--- config.mk ---
export PLATFORM = sky130hd
export DESIGN_NAME = spi_port_ctrl
export DESIGN_NICKNAME = d
export VERILOG_FILES = /design/src/spi_port_pkg.sv /design/src/spi_tx_fifo.sv /design/src/spi_pin_sync.sv /design/src/spi_port_ctrl.sv
export SDC_FILE = /design/constraint.sdc
export NUM_CORES = 1
export LEC_CHECK = 0
export BUFFER_PORTS_ARGS = -buffer_cell sky130_fd_sc_hd__buf_4
export CELL_PAD_IN_SITES_DETAIL_PLACEMENT = 0
export CELL_PAD_IN_SITES_GLOBAL_PLACEMENT = 1
export CORE_MARGIN = 10
export CORE_UTILIZATION = 45
export CTS_CLUSTER_DIAMETER = 200
export DETAILED_ROUTE_END_ITERATION = 10
export GPL_TIMING_DRIVEN = 0
export HOLD_SLACK_MARGIN = 0.05
export PLACE_DENSITY_LB_ADDON = 0.1
export SYNTH_ARGS = -nofsm -noshare
export SYNTH_HDL_FRONTEND = slang
export SYNTH_HIERARCHICAL = 1
export SYNTH_SLANG_ARGS = --single-unit
--- constraint.sdc ---
create_clock -name clk_i -period 7.52 [get_ports clk_i]
set_clock_uncertainty 0.05 [all_clocks]
set_input_delay 1.504 -clock clk_i [delete_from_list [all_inputs] [get_ports clk_i]]
set_output_delay 1.504 -clock clk_i [all_outputs]
set_load 0.05 [all_outputs]
--- src/spi_port_pkg.sv ---
// Shared constants and carrier types of the serial port control block
package spi_port_pkg;

	// ----------------------------------------------------------------
	// Widths and counts
	// ----------------------------------------------------------------
	localparam int unsigned DATA_W      = 8;
	localparam int unsigned BITS_PER_TX = 8;
	localparam int unsigned FIFO_DEPTH  = 16;
	localparam int unsigned RATE_W      = 2;

	// ----------------------------------------------------------------
	// Values after reset
	// ----------------------------------------------------------------
	localparam logic [7:0]  SHIFT_RESET  = 8'h00;
	localparam logic [3:0]  BITCNT_RESET = 4'h0;
	localparam logic [6:0]  DIV_RESET    = 7'h00;
	localparam logic        CTRL_MASTER_RESET = 1'b1;
	localparam logic        CTRL_PHASE_RESET  = 1'b1;

	// ----------------------------------------------------------------
	// Master clock divide: half serial clock period in bus cycles
	// ----------------------------------------------------------------
	localparam logic [6:0] HALF_DIV2   = 7'h01;
	localparam logic [6:0] HALF_DIV8   = 7'h04;
	localparam logic [6:0] HALF_DIV32  = 7'h10;
	localparam logic [6:0] HALF_DIV128 = 7'h40;

	// Control and configuration bits, written by software
	typedef struct packed {
		logic              port_enable;
		logic              controller_select;
		logic              clock_polarity;
		logic              clock_phase;
		logic              open_drain_select;
		logic              tx_irq_enable;
		logic              rx_irq_enable;
		logic              err_irq_enable;
		logic              fault_detect_enable;
		logic              rate_select_hi;
		logic              rate_select_lo;
	} ctrl_s;

	// Status flags seen by software
	typedef struct packed {
		logic tx_empty_flag;
		logic rx_full_flag;
		logic overrun_flag;
		logic select_fault_flag;
	} status_s;

	// Pin pair: output and active-low output enable
	typedef struct packed {
		logic out;
		logic oe_n;
	} pin_drv_s;

	typedef enum logic [1:0] {
		ST_IDLE   = 2'b00,
		ST_ACTIVE = 2'b01,
		ST_FINISH = 2'b10
	} xfer_state_e;

endpackage

--- src/spi_tx_fifo.sv ---
// Parameterised valid/ready FIFO feeding the transmit data register
`timescale 1ns/10ps
`default_nettype none
module spi_tx_fifo #(
	parameter int unsigned WIDTH = 8,
	parameter int unsigned DEPTH = 16
) (
	// Clock and reset
	input  wire logic             clk_i,
	input  wire logic             rst_n_i,
	input  wire logic             flush_i,
	// Filling side
	input  wire logic             in_valid_i,
	output logic                  in_ready_o,
	input  wire logic [WIDTH-1:0] in_data_i,
	// Draining side
	output logic                  out_valid_o,
	input  wire logic             out_ready_i,
	output logic      [WIDTH-1:0] out_data_o
);
	localparam int unsigned AW = $clog2(DEPTH);

	logic [WIDTH-1:0] mem_ff [DEPTH];
	logic [AW-1:0]    wr_ff;
	logic [AW-1:0]    rd_ff;
	logic [AW:0]      cnt_ff;
	logic             push;
	logic             pop;

	assign in_ready_o  = (cnt_ff != (AW+1)'(DEPTH));
	assign out_valid_o = (cnt_ff != '0);
	assign out_data_o  = mem_ff[rd_ff];
	assign push        = in_valid_i && in_ready_o;
	assign pop         = out_valid_o && out_ready_i;

	// Storage has no reset; only pointers matter
	always_ff @(posedge clk_i) begin
		if (push) begin
			mem_ff[wr_ff] <= in_data_i;
		end
	end

	// Pointers and fill count
	always_ff @(posedge clk_i) begin
		if (!rst_n_i || flush_i) begin
			wr_ff  <= '0;
			rd_ff  <= '0;
			cnt_ff <= '0;
		end else begin
			if (push) begin
				wr_ff <= (wr_ff == AW'(DEPTH-1)) ? '0 : wr_ff + 1'b1;
			end
			if (pop) begin
				rd_ff <= (rd_ff == AW'(DEPTH-1)) ? '0 : rd_ff + 1'b1;
			end
			cnt_ff <= cnt_ff + (AW+1)'(push) - (AW+1)'(pop);
		end
	end
endmodule // spi_tx_fifo
`default_nettype wire

--- src/spi_pin_sync.sv ---
// Three-stage synchroniser for pins from outside the clock domain
`timescale 1ns/10ps
`default_nettype none
module spi_pin_sync #(
	parameter int unsigned N = 3
) (
	// Clock and reset
	input  wire logic         clk_i,
	input  wire logic         rst_n_i,
	// Raw pins and filtered levels
	input  wire logic [N-1:0] pin_i,
	output logic      [N-1:0] level_o
);
	logic [N-1:0] s1_ff;
	logic [N-1:0] s2_ff;
	logic [N-1:0] s3_ff;

	// Level changes only once stages two and three agree
	always_ff @(posedge clk_i) begin
		if (!rst_n_i) begin
			s1_ff   <= '1;
			s2_ff   <= '1;
			s3_ff   <= '1;
			level_o <= '1;
		end else begin
			s1_ff <= pin_i;
			s2_ff <= s1_ff;
			s3_ff <= s2_ff;
			for (int i = 0; i < N; i++) begin
				if (s2_ff[i] == s3_ff[i]) begin
					level_o[i] <= s3_ff[i];
				end
			end
		end
	end
endmodule // spi_pin_sync
`default_nettype wire

--- src/spi_port_ctrl.sv ---
// Serial peripheral port: flags, requests, partial reset, queue, pins
//
// Notes on behaviour
// - Transmit request only with tx empty, tx enable and port enable.
// - Receive request only with rx full, rx enable and port enable.
// - One error request from overrun or select fault, gated by err enable.
// - Select fault flag never sets while fault detection is off.
// - Rx full sets whenever a byte moves into the receive register.
// - Tx empty sets whenever a byte moves into the shift register.
// - Port disabled: tx empty set, transfer aborted, shifter cleared, pins released.
// - Config bits and rx, overrun, fault flags kept when port disabled; reset clears them, except it sets the master and phase config bits.
// - Master select fault with detection on clears the port enable.
// - Master starts a queued byte right after the previous one ends.
// - Slave with no new byte resends what the shifter last held.
// - Idle master, or idle slave with empty shifter, passes a written byte to the shifter within two cycles.
// - Busy slave loads the shifter only after the transfer ends.
// - Wait mode keeps running, blocks register access, requests still wake.
// - Break mode with flag-clear disabled ignores data writes.
// - Open-drain select makes the master data output open-drain.
// - Slave drives master-in pin only while selected; otherwise released.
// - While enabled the port owns data and clock pin direction.
// - A transfer is eight clock cycles, one byte each way.
// - Deselected slave ignores clock; select is port input when owned, except master with fault detection off.
// - Fault: master sees select low, or slave sees select rise at any time or stay high mid-transfer.
// - Status read seeing overrun, then data read, clears overrun.
// - Status read seeing fault, then control write, clears fault if gone.
// - Status read seeing rx full, then data read, clears rx full.
`timescale 1ns/10ps
`default_nettype none
module spi_port_ctrl
	import spi_port_pkg::*;
#(
	parameter int unsigned FIFO_WORDS = spi_port_pkg::FIFO_DEPTH
) (
	// Clock and reset
	input  wire logic                      clk_i,
	input  wire logic                      rst_n_i,
	// Software configuration (loaded on cfg_write_i)
	input  wire logic                      cfg_write_i,
	input  wire spi_port_pkg::ctrl_s       cfg_i,
	output spi_port_pkg::ctrl_s            cfg_o,
	// Software accesses
	input  wire logic                      status_read_i,
	input  wire logic                      data_read_i,
	input  wire logic                      wait_mode_i,
	input  wire logic                      break_mode_i,
	input  wire logic                      break_flag_clear_enable_i,
	// Transmit stream
	input  wire logic                      tx_valid_i,
	output logic                           tx_ready_o,
	input  wire logic [7:0]                tx_data_i,
	// Receive data and status
	output logic      [7:0]                rx_data_o,
	output spi_port_pkg::status_s          status_o,
	// Interrupt requests
	output logic                           tx_irq_o,
	output logic                           rx_irq_o,
	output logic                           err_irq_o,
	// Pins
	input  wire logic                      serial_clock_pin_i,
	output spi_port_pkg::pin_drv_s         serial_clock_pin_o,
	input  wire logic                      mosi_i,
	output spi_port_pkg::pin_drv_s         mosi_o,
	input  wire logic                      miso_i,
	output spi_port_pkg::pin_drv_s         miso_o,
	input  wire logic                      slave_select_n_i,
	output logic                           port_owns_pins_o,
	output logic                           select_is_spi_input_o
);
	import spi_port_pkg::*;

	// ----------------------------------------------------------------
	// Declarations
	// ----------------------------------------------------------------
	ctrl_s       ctrl_ff;
	status_s     stat_ff;
	xfer_state_e state_ff;
	logic [7:0]  shift_ff;
	logic [7:0]  txbuf_ff;
	logic        txbuf_full_ff;
	logic [7:0]  rxreg_ff;
	logic [3:0]  bitcnt_ff;
	logic [6:0]  div_ff;
	logic        sck_ff;
	logic        sck_prev_ff;
	logic        ss_prev_ff;
	logic        in_bit_ff;
	logic        ovr_armed_ff;
	logic        rxf_armed_ff;
	logic        select_fault_flag_armed_ff;
	logic        shift_full_ff;
	logic        shift_take;
	logic [2:0]  pin_lvl;
	logic        sck_lvl;
	logic        ss_n_lvl;
	logic        miso_lvl;
	logic        mosi_lvl;
	logic        en;
	logic        master;
	logic        fifo_valid;
	logic        fifo_pop;
	logic [7:0]  fifo_data;
	logic        accept_ok;
	logic        fault_now;
	logic        slave_sel;
	logic        sck_edge;
	logic        lead_edge;
	logic        trail_edge;
	logic        xfer_done;
	logic        master_tick;
	logic [6:0]  half_period;
	logic        rx_bit;

	assign en     = ctrl_ff.port_enable;
	assign master = ctrl_ff.controller_select;
	// Idle slave keeps its loaded byte, so a second write waits in the register
	assign shift_take = txbuf_full_ff && ((state_ff == ST_FINISH) ||
		(state_ff == ST_IDLE && (master || !shift_full_ff)));

	// ----------------------------------------------------------------
	// Decode helpers
	// ----------------------------------------------------------------
	function automatic logic [6:0] half_of(input logic hi, input logic lo);
		unique case ({hi, lo})
			2'b00:   half_of = HALF_DIV2;
			2'b01:   half_of = HALF_DIV8;
			2'b10:   half_of = HALF_DIV32;
			2'b11:   half_of = HALF_DIV128;
		endcase
	endfunction

	assign half_period = half_of(ctrl_ff.rate_select_hi, ctrl_ff.rate_select_lo);

	// ----------------------------------------------------------------
	// Pin synchronisers and the transmit queue
	// ----------------------------------------------------------------
	spi_pin_sync #(.N(3)) u_sync (
		.clk_i   (clk_i),
		.rst_n_i (rst_n_i),
		.pin_i   ({serial_clock_pin_i, slave_select_n_i, miso_i}),
		.level_o (pin_lvl)
	);
	assign {sck_lvl, ss_n_lvl, miso_lvl} = pin_lvl;
	assign mosi_lvl = mosi_i;

	// Writes in wait mode or a masked break are not accepted
	assign accept_ok = !wait_mode_i &&
		!(break_mode_i && !break_flag_clear_enable_i);

	spi_tx_fifo #(.WIDTH(DATA_W), .DEPTH(FIFO_WORDS)) u_fifo (
		.clk_i       (clk_i),
		.rst_n_i     (rst_n_i),
		.flush_i     (1'b0),
		.in_valid_i  (tx_valid_i && accept_ok),
		.in_ready_o  (tx_ready_o),
		.in_data_i   (tx_data_i),
		.out_valid_o (fifo_valid),
		.out_ready_i (fifo_pop),
		.out_data_o  (fifo_data)
	);

	// Queue feeds the data register only while it is empty
	assign fifo_pop = fifo_valid && !txbuf_full_ff && accept_ok;

	// ----------------------------------------------------------------
	// Transfer timing
	// ----------------------------------------------------------------
	assign slave_sel   = !master && !ss_n_lvl;
	// Deselected slave ignores every clock edge
	assign sck_edge    = (sck_lvl != sck_prev_ff) && slave_sel;
	assign master_tick = master && (div_ff == 7'h01);
	// Leading edge leaves the idle level
	assign lead_edge   = master ? (master_tick && (sck_ff == ctrl_ff.clock_polarity))
		: (sck_edge && (sck_lvl != ctrl_ff.clock_polarity));
	assign trail_edge  = master ? (master_tick && (sck_ff != ctrl_ff.clock_polarity))
		: (sck_edge && (sck_lvl == ctrl_ff.clock_polarity));
	assign rx_bit      = master ? miso_lvl : mosi_lvl;
	// Eighth trailing edge ends the byte
	assign xfer_done   = (state_ff == ST_ACTIVE) && trail_edge &&
		(bitcnt_ff == 4'(BITS_PER_TX - 1));

	// Faults per mode; none while detection is off
	assign fault_now = en && ctrl_ff.fault_detect_enable &&
		((master && !ss_n_lvl) ||
		 (!master && ss_n_lvl && !ss_prev_ff) ||
		 (!master && ss_n_lvl && (state_ff == ST_ACTIVE)));

	// Master clock divider, running only while master, enabled and in a transfer
	always_ff @(posedge clk_i) begin
		if (!rst_n_i || !en || !master || state_ff != ST_ACTIVE) begin
			div_ff <= DIV_RESET;
		end else if (div_ff == 7'h01 || div_ff == DIV_RESET) begin
			div_ff <= half_period;
		end else begin
			div_ff <= div_ff - 7'h01;
		end
	end

	// Edge history of the synchronised pins
	always_ff @(posedge clk_i) begin
		if (!rst_n_i) begin
			sck_prev_ff <= 1'b0;
			ss_prev_ff  <= 1'b1;
		end else begin
			sck_prev_ff <= sck_lvl;
			ss_prev_ff  <= ss_n_lvl;
		end
	end

	// ----------------------------------------------------------------
	// Transfer state, shifter and bit counter
	// ----------------------------------------------------------------
	always_ff @(posedge clk_i) begin
		if (!rst_n_i || !en) begin
			state_ff  <= ST_IDLE;
			shift_ff  <= SHIFT_RESET;
			bitcnt_ff <= BITCNT_RESET;
			sck_ff    <= ctrl_ff.clock_polarity;
			in_bit_ff <= 1'b0;
			shift_full_ff <= 1'b0;
		end else begin
			unique case (state_ff)
				ST_IDLE: begin
					sck_ff <= ctrl_ff.clock_polarity;
					if (shift_take) begin
						// Idle master, or idle slave with empty shifter, loads shifter at once
						shift_ff      <= txbuf_ff;
						shift_full_ff <= 1'b1;
					end
					if (master && txbuf_full_ff) begin
						state_ff <= ST_ACTIVE;
					end else if (!master && slave_sel &&
						(!ctrl_ff.clock_phase ? ss_prev_ff : lead_edge)) begin
						state_ff <= ST_ACTIVE;
						if (lead_edge) begin
							in_bit_ff <= rx_bit;
						end
					end
				end
				ST_ACTIVE: begin
					if (master_tick) begin
						sck_ff <= !sck_ff;
					end
					if (lead_edge) begin
						in_bit_ff <= rx_bit;
					end
					if (trail_edge) begin
						// Old bits shift out; slave keeps last byte
						shift_ff  <= {shift_ff[6:0], in_bit_ff};
						bitcnt_ff <= bitcnt_ff + 4'h1;
					end
					if (xfer_done) begin
						state_ff  <= ST_FINISH;
						bitcnt_ff <= BITCNT_RESET;
						shift_full_ff <= 1'b0;
					end
					if (!master && ss_n_lvl && ctrl_ff.fault_detect_enable) begin
						state_ff  <= ST_IDLE;
						bitcnt_ff <= BITCNT_RESET;
					end
				end
				ST_FINISH: begin
					// Busy slave loads only after completion
					if (shift_take) begin
						shift_ff      <= txbuf_ff;
						shift_full_ff <= 1'b1;
					end
					state_ff <= (master && txbuf_full_ff) ? ST_ACTIVE : ST_IDLE;
				end
				default: state_ff <= ST_IDLE;
			endcase
		end
	end

	// Received byte lands in the receive register unless overrun
	always_ff @(posedge clk_i) begin
		if (!rst_n_i) begin
			rxreg_ff <= SHIFT_RESET;
		end else if (state_ff == ST_FINISH && !stat_ff.rx_full_flag &&
			!stat_ff.overrun_flag) begin
			rxreg_ff <= shift_ff;
		end
	end

	// ----------------------------------------------------------------
	// Transmit data register and empty flag
	// ----------------------------------------------------------------
	always_ff @(posedge clk_i) begin
		if (!rst_n_i) begin
			txbuf_full_ff <= 1'b0;
			txbuf_ff      <= SHIFT_RESET;
		end else if (!en) begin
			txbuf_full_ff <= 1'b0;
		end else if (shift_take) begin
			txbuf_full_ff <= 1'b0;
		end else if (fifo_pop) begin
			txbuf_ff      <= fifo_data;
			txbuf_full_ff <= 1'b1;
		end
	end

	// ----------------------------------------------------------------
	// Software-visible flags; system reset clears config except master and phase bits, which it sets; master fault clears enable
	// ----------------------------------------------------------------
	always_ff @(posedge clk_i) begin
		if (!rst_n_i) begin
			ctrl_ff <= '0;
			ctrl_ff.controller_select <= CTRL_MASTER_RESET;
			ctrl_ff.clock_phase       <= CTRL_PHASE_RESET;
		end else if (fault_now && master) begin
			ctrl_ff.port_enable <= 1'b0;
		end else if (cfg_write_i && !wait_mode_i) begin
			ctrl_ff <= cfg_i;
		end
	end

	// Arm on status reads that see a flag set
	always_ff @(posedge clk_i) begin
		if (!rst_n_i) begin
			rxf_armed_ff  <= 1'b0;
			ovr_armed_ff  <= 1'b0;
			select_fault_flag_armed_ff <= 1'b0;
		end else if (status_read_i && !wait_mode_i) begin
			rxf_armed_ff  <= stat_ff.rx_full_flag;
			ovr_armed_ff  <= stat_ff.overrun_flag;
			select_fault_flag_armed_ff <= stat_ff.select_fault_flag;
		end else if (fault_now) begin
			select_fault_flag_armed_ff <= 1'b0;
		end
	end

	// Setting wins over a same-cycle clear
	always_ff @(posedge clk_i) begin
		if (!rst_n_i) begin
			stat_ff <= '0;
			stat_ff.tx_empty_flag <= 1'b1;
		end else begin
			stat_ff.tx_empty_flag <= !txbuf_full_ff || !en;
			if (state_ff == ST_FINISH && !stat_ff.rx_full_flag &&
				!stat_ff.overrun_flag) begin
				stat_ff.rx_full_flag <= 1'b1;
			end else if (data_read_i && !wait_mode_i && rxf_armed_ff) begin
				stat_ff.rx_full_flag <= 1'b0;
			end
			if (state_ff == ST_FINISH && stat_ff.rx_full_flag) begin
				stat_ff.overrun_flag <= 1'b1;
			end else if (data_read_i && !wait_mode_i && ovr_armed_ff) begin
				stat_ff.overrun_flag <= 1'b0;
			end
			if (fault_now) begin
				stat_ff.select_fault_flag <= 1'b1;
			end else if (cfg_write_i && !wait_mode_i && select_fault_flag_armed_ff) begin
				stat_ff.select_fault_flag <= 1'b0;
			end
		end
	end

	// ----------------------------------------------------------------
	// Requests, outputs and pin ownership
	// ----------------------------------------------------------------
	always_ff @(posedge clk_i) begin
		if (!rst_n_i) begin
			tx_irq_o  <= 1'b0;
			rx_irq_o  <= 1'b0;
			err_irq_o <= 1'b0;
		end else begin
			// Level requests, also active in wait mode to wake the core
			tx_irq_o  <= stat_ff.tx_empty_flag && ctrl_ff.tx_irq_enable &&
				en;
			rx_irq_o  <= stat_ff.rx_full_flag && ctrl_ff.rx_irq_enable &&
				en;
			err_irq_o <= ctrl_ff.err_irq_enable && (stat_ff.overrun_flag ||
				stat_ff.select_fault_flag);
		end
	end

	always_ff @(posedge clk_i) begin
		if (!rst_n_i) begin
			cfg_o                 <= '0;
			status_o              <= '0;
			rx_data_o             <= SHIFT_RESET;
			port_owns_pins_o      <= 1'b0;
			select_is_spi_input_o <= 1'b0;
			serial_clock_pin_o    <= '{out: 1'b0, oe_n: 1'b1};
			mosi_o                <= '{out: 1'b0, oe_n: 1'b1};
			miso_o                <= '{out: 1'b0, oe_n: 1'b1};
		end else begin
			cfg_o     <= ctrl_ff;
			status_o  <= stat_ff;
			rx_data_o <= rxreg_ff;
			port_owns_pins_o      <= en;
			select_is_spi_input_o <= en &&
				(!master || ctrl_ff.fault_detect_enable);
			// Master drives clock; slave leaves it as input
			serial_clock_pin_o.out  <= sck_ff;
			serial_clock_pin_o.oe_n <= !(en && master);
			mosi_o.out  <= shift_ff[7];
			// Open drain drives only zeros
			mosi_o.oe_n <= !(en && master &&
				(!ctrl_ff.open_drain_select || !shift_ff[7]));
			miso_o.out  <= shift_ff[7];
			miso_o.oe_n <= !(en && slave_sel &&
				(!ctrl_ff.open_drain_select || !shift_ff[7]));
		end
	end
endmodule // spi_port_ctrl
`default_nettype wire

Word-level counts from Yosys, hierarchy flattened --
Memory sizes are Yosys's and may differ from the RTL's. A register that Yosys moved wholly into a read port is not among the register bits. Cells that the tools add are included.
Word-level totals: register bits 110, RAM bits 128, word-level logic and storage cells 243, memories 1
Memory list:
- u_fifo.mem_ff | depth 16, width 8, rd ports 1, clocked after Yosys merged registers in 1, wr ports 1, line spi_tx_fifo.sv:23 | logic [WIDTH-1:0] mem_ff [DEPTH];
Operators by class: add/subtract/negate cells 6, equality and inequality tests 27, muxes and demuxes 40, bitwise logic cells 4, reductions and logical operators 102
Operators by type and width (count):
- logical AND 1 bit | 48
- one-hot mux 7 bit (4 select lines) | 1
- two-way mux 1 bit | 22
- two-way mux 4 bit | 5
- logical NOT 1 bit | 19
- two-way mux 8 bit | 2
- one-hot mux 8 bit (2 select lines) | 1
- adder 4 x 1 -> 4 bit (second input constant) | 3
- logical OR 1 bit | 12
- AND reduction 3 bit | 4
- nonzero test 2 bit | 6
- == test 4 bit (second input constant) | 2
- two-way mux 2 bit | 4
- AND reduction 2 bit | 4
- == test 7 x 1 -> 1 bit (second input constant) | 1
- logical NOT 7 bit | 1
- two-way mux 7 bit | 1
- subtractor 7 x 1 -> 7 bit (second input constant) | 1
- == test 2 bit (second input constant) | 3
- inequality test 2 x 1 -> 1 bit (second input constant) | 3
- inequality test 2 bit (second input constant) | 3
- inequality test 3 x 2 -> 1 bit (second input constant) | 2
- one-hot mux 1 bit (2 select lines) | 3
- one-hot mux 2 bit (3 select lines) | 1
- 14 further kinds | 27

Depth between registers and ports, before layout --
word-level depth 10, gate-level depth with buffers 17, gate-level depth less buffers 16

Cells and area by module --
Netlist, hierarchy kept.
By module, submodules not included:
- spi_tx_fifo | instances 1, cells each 307, area an instance 5846.9 um^2
- spi_port_ctrl | instances 1, cells each 392, area an instance 3703.6 um^2
- spi_pin_sync | instances 1, cells each 31, area an instance 362.8 um^2

Worst setup path after synthesis --
Ideal clock, no wire load.
path kind input-to-reg, start in break_flag_clear_enable_i, end reg u_fifo.cnt_ff[4], library setup time 121 ps, arrival 4051 ps, data required time 7349 ps, setup slack 3298 ps, stages on the path 13, path buffers 0, cells stage by stage inv_1 -> a2111oi_0 -> nand2_2 -> inv_1 -> ha_1 -> inv_1 -> ha_1 -> inv_1 -> fa_1 -> nand2b_1 -> a21oi_1 -> o21ai_0 -> nor3b_1
On the way: elaborated cells on any way between the ends 10
RTL lines:
- from (decl) | line spi_port_ctrl.sv:47 | input wire logic break_flag_clear_enable_i,
- logical NOT 1 bit | line spi_port_ctrl.sv:148 | !(break_mode_i && !break_flag_clear_enable_i);
- logical AND 1 bit | line spi_port_ctrl.sv:148
- logical NOT 1 bit | line spi_port_ctrl.sv:148
- logical AND 1 bit | line spi_port_ctrl.sv:147 | assign accept_ok = !wait_mode_i &&
- logical AND 1 bit | line spi_port_ctrl.sv:163 | assign fifo_pop = fifo_valid && !txbuf_full_ff && accept_ok;
- net fifo_pop | line spi_port_ctrl.sv:101 | logic fifo_pop;
- logical AND 1 bit | line spi_tx_fifo.sv:34 | assign pop = out_valid_o && out_ready_i;
- subtractor 5 x 1 -> 5 bit | line spi_tx_fifo.sv:56 | cnt_ff <= cnt_ff + (AW+1)'(push) - (AW+1)'(pop);
- to (signal assigned) | line spi_tx_fifo.sv:56
- to (decl) | line spi_tx_fifo.sv:26 | logic [AW:0] cnt_ff;
The timed path passes the listed nets, and every way through them passes these cells. A chain may end at the register's enable or synchronous reset.

Final worst setup path --
Ends and elaborated chain as after synthesis.

==> load_flow_metrics.sql <==
INSERT INTO impl_metrics (metric_group, metric, value, unit) VALUES
('cells_and_area', 'multi_input_area', '0.00330', 'sq mm'),
('clock_tree', 'cts_root_buf', 'sky130_fd_sc_hd__clkbuf_16', ''),
('global_routing', 'grt-ovfl-total', '0', ''),
('worst_setup_path', 'crit-reg2reg-capture', 'u_fifo/cnt_ff[4]', ''),
('clock_tree', 'cts_tree', 'yes', ''),
('yosys', 'synth.area.mux_share', '9.91', '%'),
('clock_tree', 'clkSinkCount', '250', ''),
('hold_path', 'hp-class', 'reg2reg', ''),
('yosys', 'synth_top_cell_area_share', '39.1', '%'),
('floorplan', 'die_height', '168', 'um'),
('yosys', 'synth_top_family_by_area', 'simple AND/OR/NAND/NOR gates', ''),
('yosys', 'post_synthesis_compound_gate_area_fraction', '7.33', '%'),
('cells_and_area', 'filler_cell_count', '1832', ''),
('route', 'detailedRoute.firstIterationViolations', '230', ''),
('clock_tree', 'cts_made_buffers', '27', ''),
('outcome', 'status', 'completed', ''),
('route', 'post-route-drc-count', '0', ''),
('cells_and_area', 'finalInstanceArea', '0.0116', 'sq mm'),
('cells_and_area', 'ff_latch_area', '0.00630', 'sq mm'),
('clock_tree', 'cts_hold_buffers', '0', ''),
('clock_tree', 'cts.clk_slew.worst_paths', '60', 'ps'),
('timing', 'rsz0062_at_grt', 'no', ''),
('pwr', 'power_dens_cells', '240', 'mW/mm^2'),
('timing', 'setup_viol_count_final', '0', ''),
('floorplan', 'rows', '54', ''),
('yosys', 'syn-mean-instance-area', '13.6', 'sq um'),
('yosys', 'ys_seq_elements', '250', ''),
('timing', 'setup-tns-final', '0', 'ps'),
('worst_setup_path', 'critPathArrivalTime', '4180', 'ps'),
('place', 'finalWeightedCongestion', '0.800', ''),
('worst_setup_path', 'worstSetupEndpointType', 'register', ''),
('route', 'detail_route.wirelength', '20900', 'um'),
('place', 'place.port_buffers', '66', ''),
('clock_tree', 'worstSkewPairLatency', '540', 'ps'),
('route', 'detail_route.wl_per_cell', '18.6', 'um'),
('yosys', 'yosys.cell_types.count', '68', ''),
('timing', 'fin_ws', '3720', 'ps'),
('floorplan', 'floorplan.die.width', '168', 'um'),
('worst_setup_path', 'crit_type', 'in2reg', ''),
('place', 'dp_worst_setup_slack', '3190', 'ps'),
('clock_tree', 'post_cts_resize_count', '0', ''),
('worst_setup_path', 'worstPathMaxFanout', '5', ''),
('yosys', 'synth_largest_area_cell', 'sky130_fd_sc_hd__edfxtp_1', ''),
('global_routing', 'grt_pass1_wl', '33500', 'um'),
('yosys', 'top_post_synthesis_cells_by_area', 'sky130_fd_sc_hd__edfxtp_1 39%, sky130_fd_sc_hd__dfxtp_1 24%, sky130_fd_sc_hd__mux4_2 4.3%', ''),
('timing', 'fin_crit_sh', '50.5', '%'),
('yosys', 'synth_enable_flop_cells', '129', ''),
('timing', 'worst_pin_slew', '1030', 'ps'),
('worst_setup_path', 'worst-endpoint-required', '7900', 'ps'),
('clock_tree', 'clk_path_buf_depth', '3', ''),
('yosys', 'synth_fa_ha_area_share', '2.10', '%'),
('hold_path', 'hold-path-cell-count', '1', ''),
('worst_setup_path', 'cell_depth_of_the_worst_flop_to_flop_path', '18', ''),
('clock_tree', 'cts_post_setup_buffers_inserted', '0', ''),
('pwr', 'worst_voltage_drop_across_the_vdd_grid', '0.189', 'mV'),
('worst_setup_path', 'regToRegStartpoint', 'u_fifo/cnt_ff[2]', ''),
('yosys', 'netlist_instances', '730', ''),
('timing', 'fmaxAchievable', '263', 'MHz'),
('timing', 'slew_headroom', '31.0', '%'),
('route', 'routed_via_count', '5964', ''),
('yosys', 'seq_area_frac_synth', '63.5', '%'),
('floorplan', 'start_util', '45.6', '%'),
('global_routing', 'antenna_violations_before_repair', '0', ''),
('yosys', 'synth_async_sr_flop_share', '0', '%'),
('timing', 'finalWorstPathRequiredPeriod', '3800', 'ps'),
('yosys', 'synth_common_cells', '129 x sky130_fd_sc_hd__edfxtp_1, 121 x sky130_fd_sc_hd__dfxtp_1, 71 x sky130_fd_sc_hd__nand2_1, 39 x sky130_fd_sc_hd__and2_1', ''),
('cells_and_area', 'antenna-diode-count', '0', ''),
('route', 'first_pass_iters', '4', ''),
('yosys', 'synth_xor_xnor_area_share', '0.972', '%'),
('floorplan', 'fp.coreArea', '0.0218', 'sq mm'),
('worst_setup_path', 'regToRegSetupSlack', '3890', 'ps');
## worst max path at each step
stage	slack, ps	start	depth (start not counted)	end
after floorplan	3300	break_flag_clear_enable_i	13	u_fifo/cnt_ff[4]
after CTS	3740	break_flag_clear_enable_i	15	u_fifo/cnt_ff[4]
after detailed placement	3190	break_flag_clear_enable_i	15	u_fifo/cnt_ff[4]
after global placement	2620	break_flag_clear_enable_i	14	u_fifo/cnt_ff[4]
final	3720	break_flag_clear_enable_i	15	u_fifo/cnt_ff[4]
after global routing	3500	break_flag_clear_enable_i	15	u_fifo/cnt_ff[4]
## report_power, final
part	internal [W]	leakage, nW	total, W	switching, W
combinational	0.0000337	1.66	0.0000875	0.0000538
sequential	0.00144	2.14	0.00145	0.00000669
clock	0.000737	0.413	0.00125	0.000514
total	0.00221	4.22	0.00279	0.000574
## flip-flops by register name (all words and copies together) (netlist names), 3 cells and up, named ones only
signal,cells
u_fifo/mem_ff,128
txbuf_ff,8
u_sync/s2_ff,3
u_fifo/rd_ff,4
rx_data_o,8
status_o,4
div_ff,7
u_sync/level_o,3
cfg_o,10
rxreg_ff,8
shift_ff,8
u_fifo/cnt_ff,5
ctrl_ff,9
stat_ff,4
u_sync/s1_ff,3
bitcnt_ff,4
u_sync/s3_ff,3
u_fifo/wr_ff,4
## kinds of logic (layout without fill, tap and decap cells)
group           count (synthesis)  count (layout)
simple gates                  239             239
mux                            53              53
buf+inv                        56             171
flops                         250             250
compound gates                104             104
other cells                     1               1
xor+xnor                       11              11
fa+ha+maj                      16              16
## worst max-delay path: stages
cell and delay (ps):
sky130_fd_sc_hd__buf_4 80, sky130_fd_sc_hd__inv_1 40, sky130_fd_sc_hd__a2111oi_1 570, sky130_fd_sc_hd__clkdlybuf4s15_2 340, sky130_fd_sc_hd__nand2_2 100, sky130_fd_sc_hd__inv_1 70
sky130_fd_sc_hd__ha_1 220, sky130_fd_sc_hd__inv_1 60, sky130_fd_sc_hd__ha_1 160, sky130_fd_sc_hd__inv_1 60, sky130_fd_sc_hd__fa_1 420, sky130_fd_sc_hd__nand2b_1 160
sky130_fd_sc_hd__a21oi_1 170, sky130_fd_sc_hd__o21ai_0 90, sky130_fd_sc_hd__nor3b_1 140
## cell usage in the layout (no fill, tap or decap), types with 5 or more instances in the layout
master	n
sky130_fd_sc_hd__a211o_1	8
sky130_fd_sc_hd__a21boi_0	18
sky130_fd_sc_hd__a21oi_1	26
sky130_fd_sc_hd__a22oi_1	17
sky130_fd_sc_hd__and2_1	39
sky130_fd_sc_hd__and3_1	9
sky130_fd_sc_hd__buf_4	69
sky130_fd_sc_hd__clkbuf_1	21
sky130_fd_sc_hd__clkbuf_16	27
sky130_fd_sc_hd__dfxtp_1	121
sky130_fd_sc_hd__edfxtp_1	129
sky130_fd_sc_hd__ha_1	15
sky130_fd_sc_hd__inv_1	22
sky130_fd_sc_hd__mux2i_1	19
sky130_fd_sc_hd__mux4_1	13
sky130_fd_sc_hd__mux4_2	19
sky130_fd_sc_hd__nand2_1	71
sky130_fd_sc_hd__nand2b_1	18
sky130_fd_sc_hd__nand3_1	23
sky130_fd_sc_hd__nand3b_1	5
sky130_fd_sc_hd__nand4_1	8
sky130_fd_sc_hd__nor2_1	26
sky130_fd_sc_hd__nor2b_1	15
sky130_fd_sc_hd__o21ai_0	5
sky130_fd_sc_hd__xnor2_1	6
sky130_fd_sc_hd__xor2_1	5
## metrics by stage
step	std cells	hold slack [ps]
6_report	1125	369
2_1_floorplan	730	336
5_1_grt	1125	381
4_1_cts	1125	365
3_5_place_dp	1077	348
3_3_place_gp	1076	341
## area by class of cell
cell class	instances	area share (%)
plain buffers	34	2.06
clock buffers	39	6.55
clock inverters	9	0.754
inverters	22	0.711
multi-input cells	424	28.4
flip-flops and latches	250	54.2
well taps	280	3.01
repair buffers	67	4.36
## per-layer routing
layer	vias to the layer above	routed length, um	track usage [%]
met1	2949	8970	17.9
met3	36	754	2.49
met5	-	0	0
met4	0	544	4.58
li1	2883	-	-
met2	96	10600	25.4
Note: power is estimated with default switching activity, not from simulation.
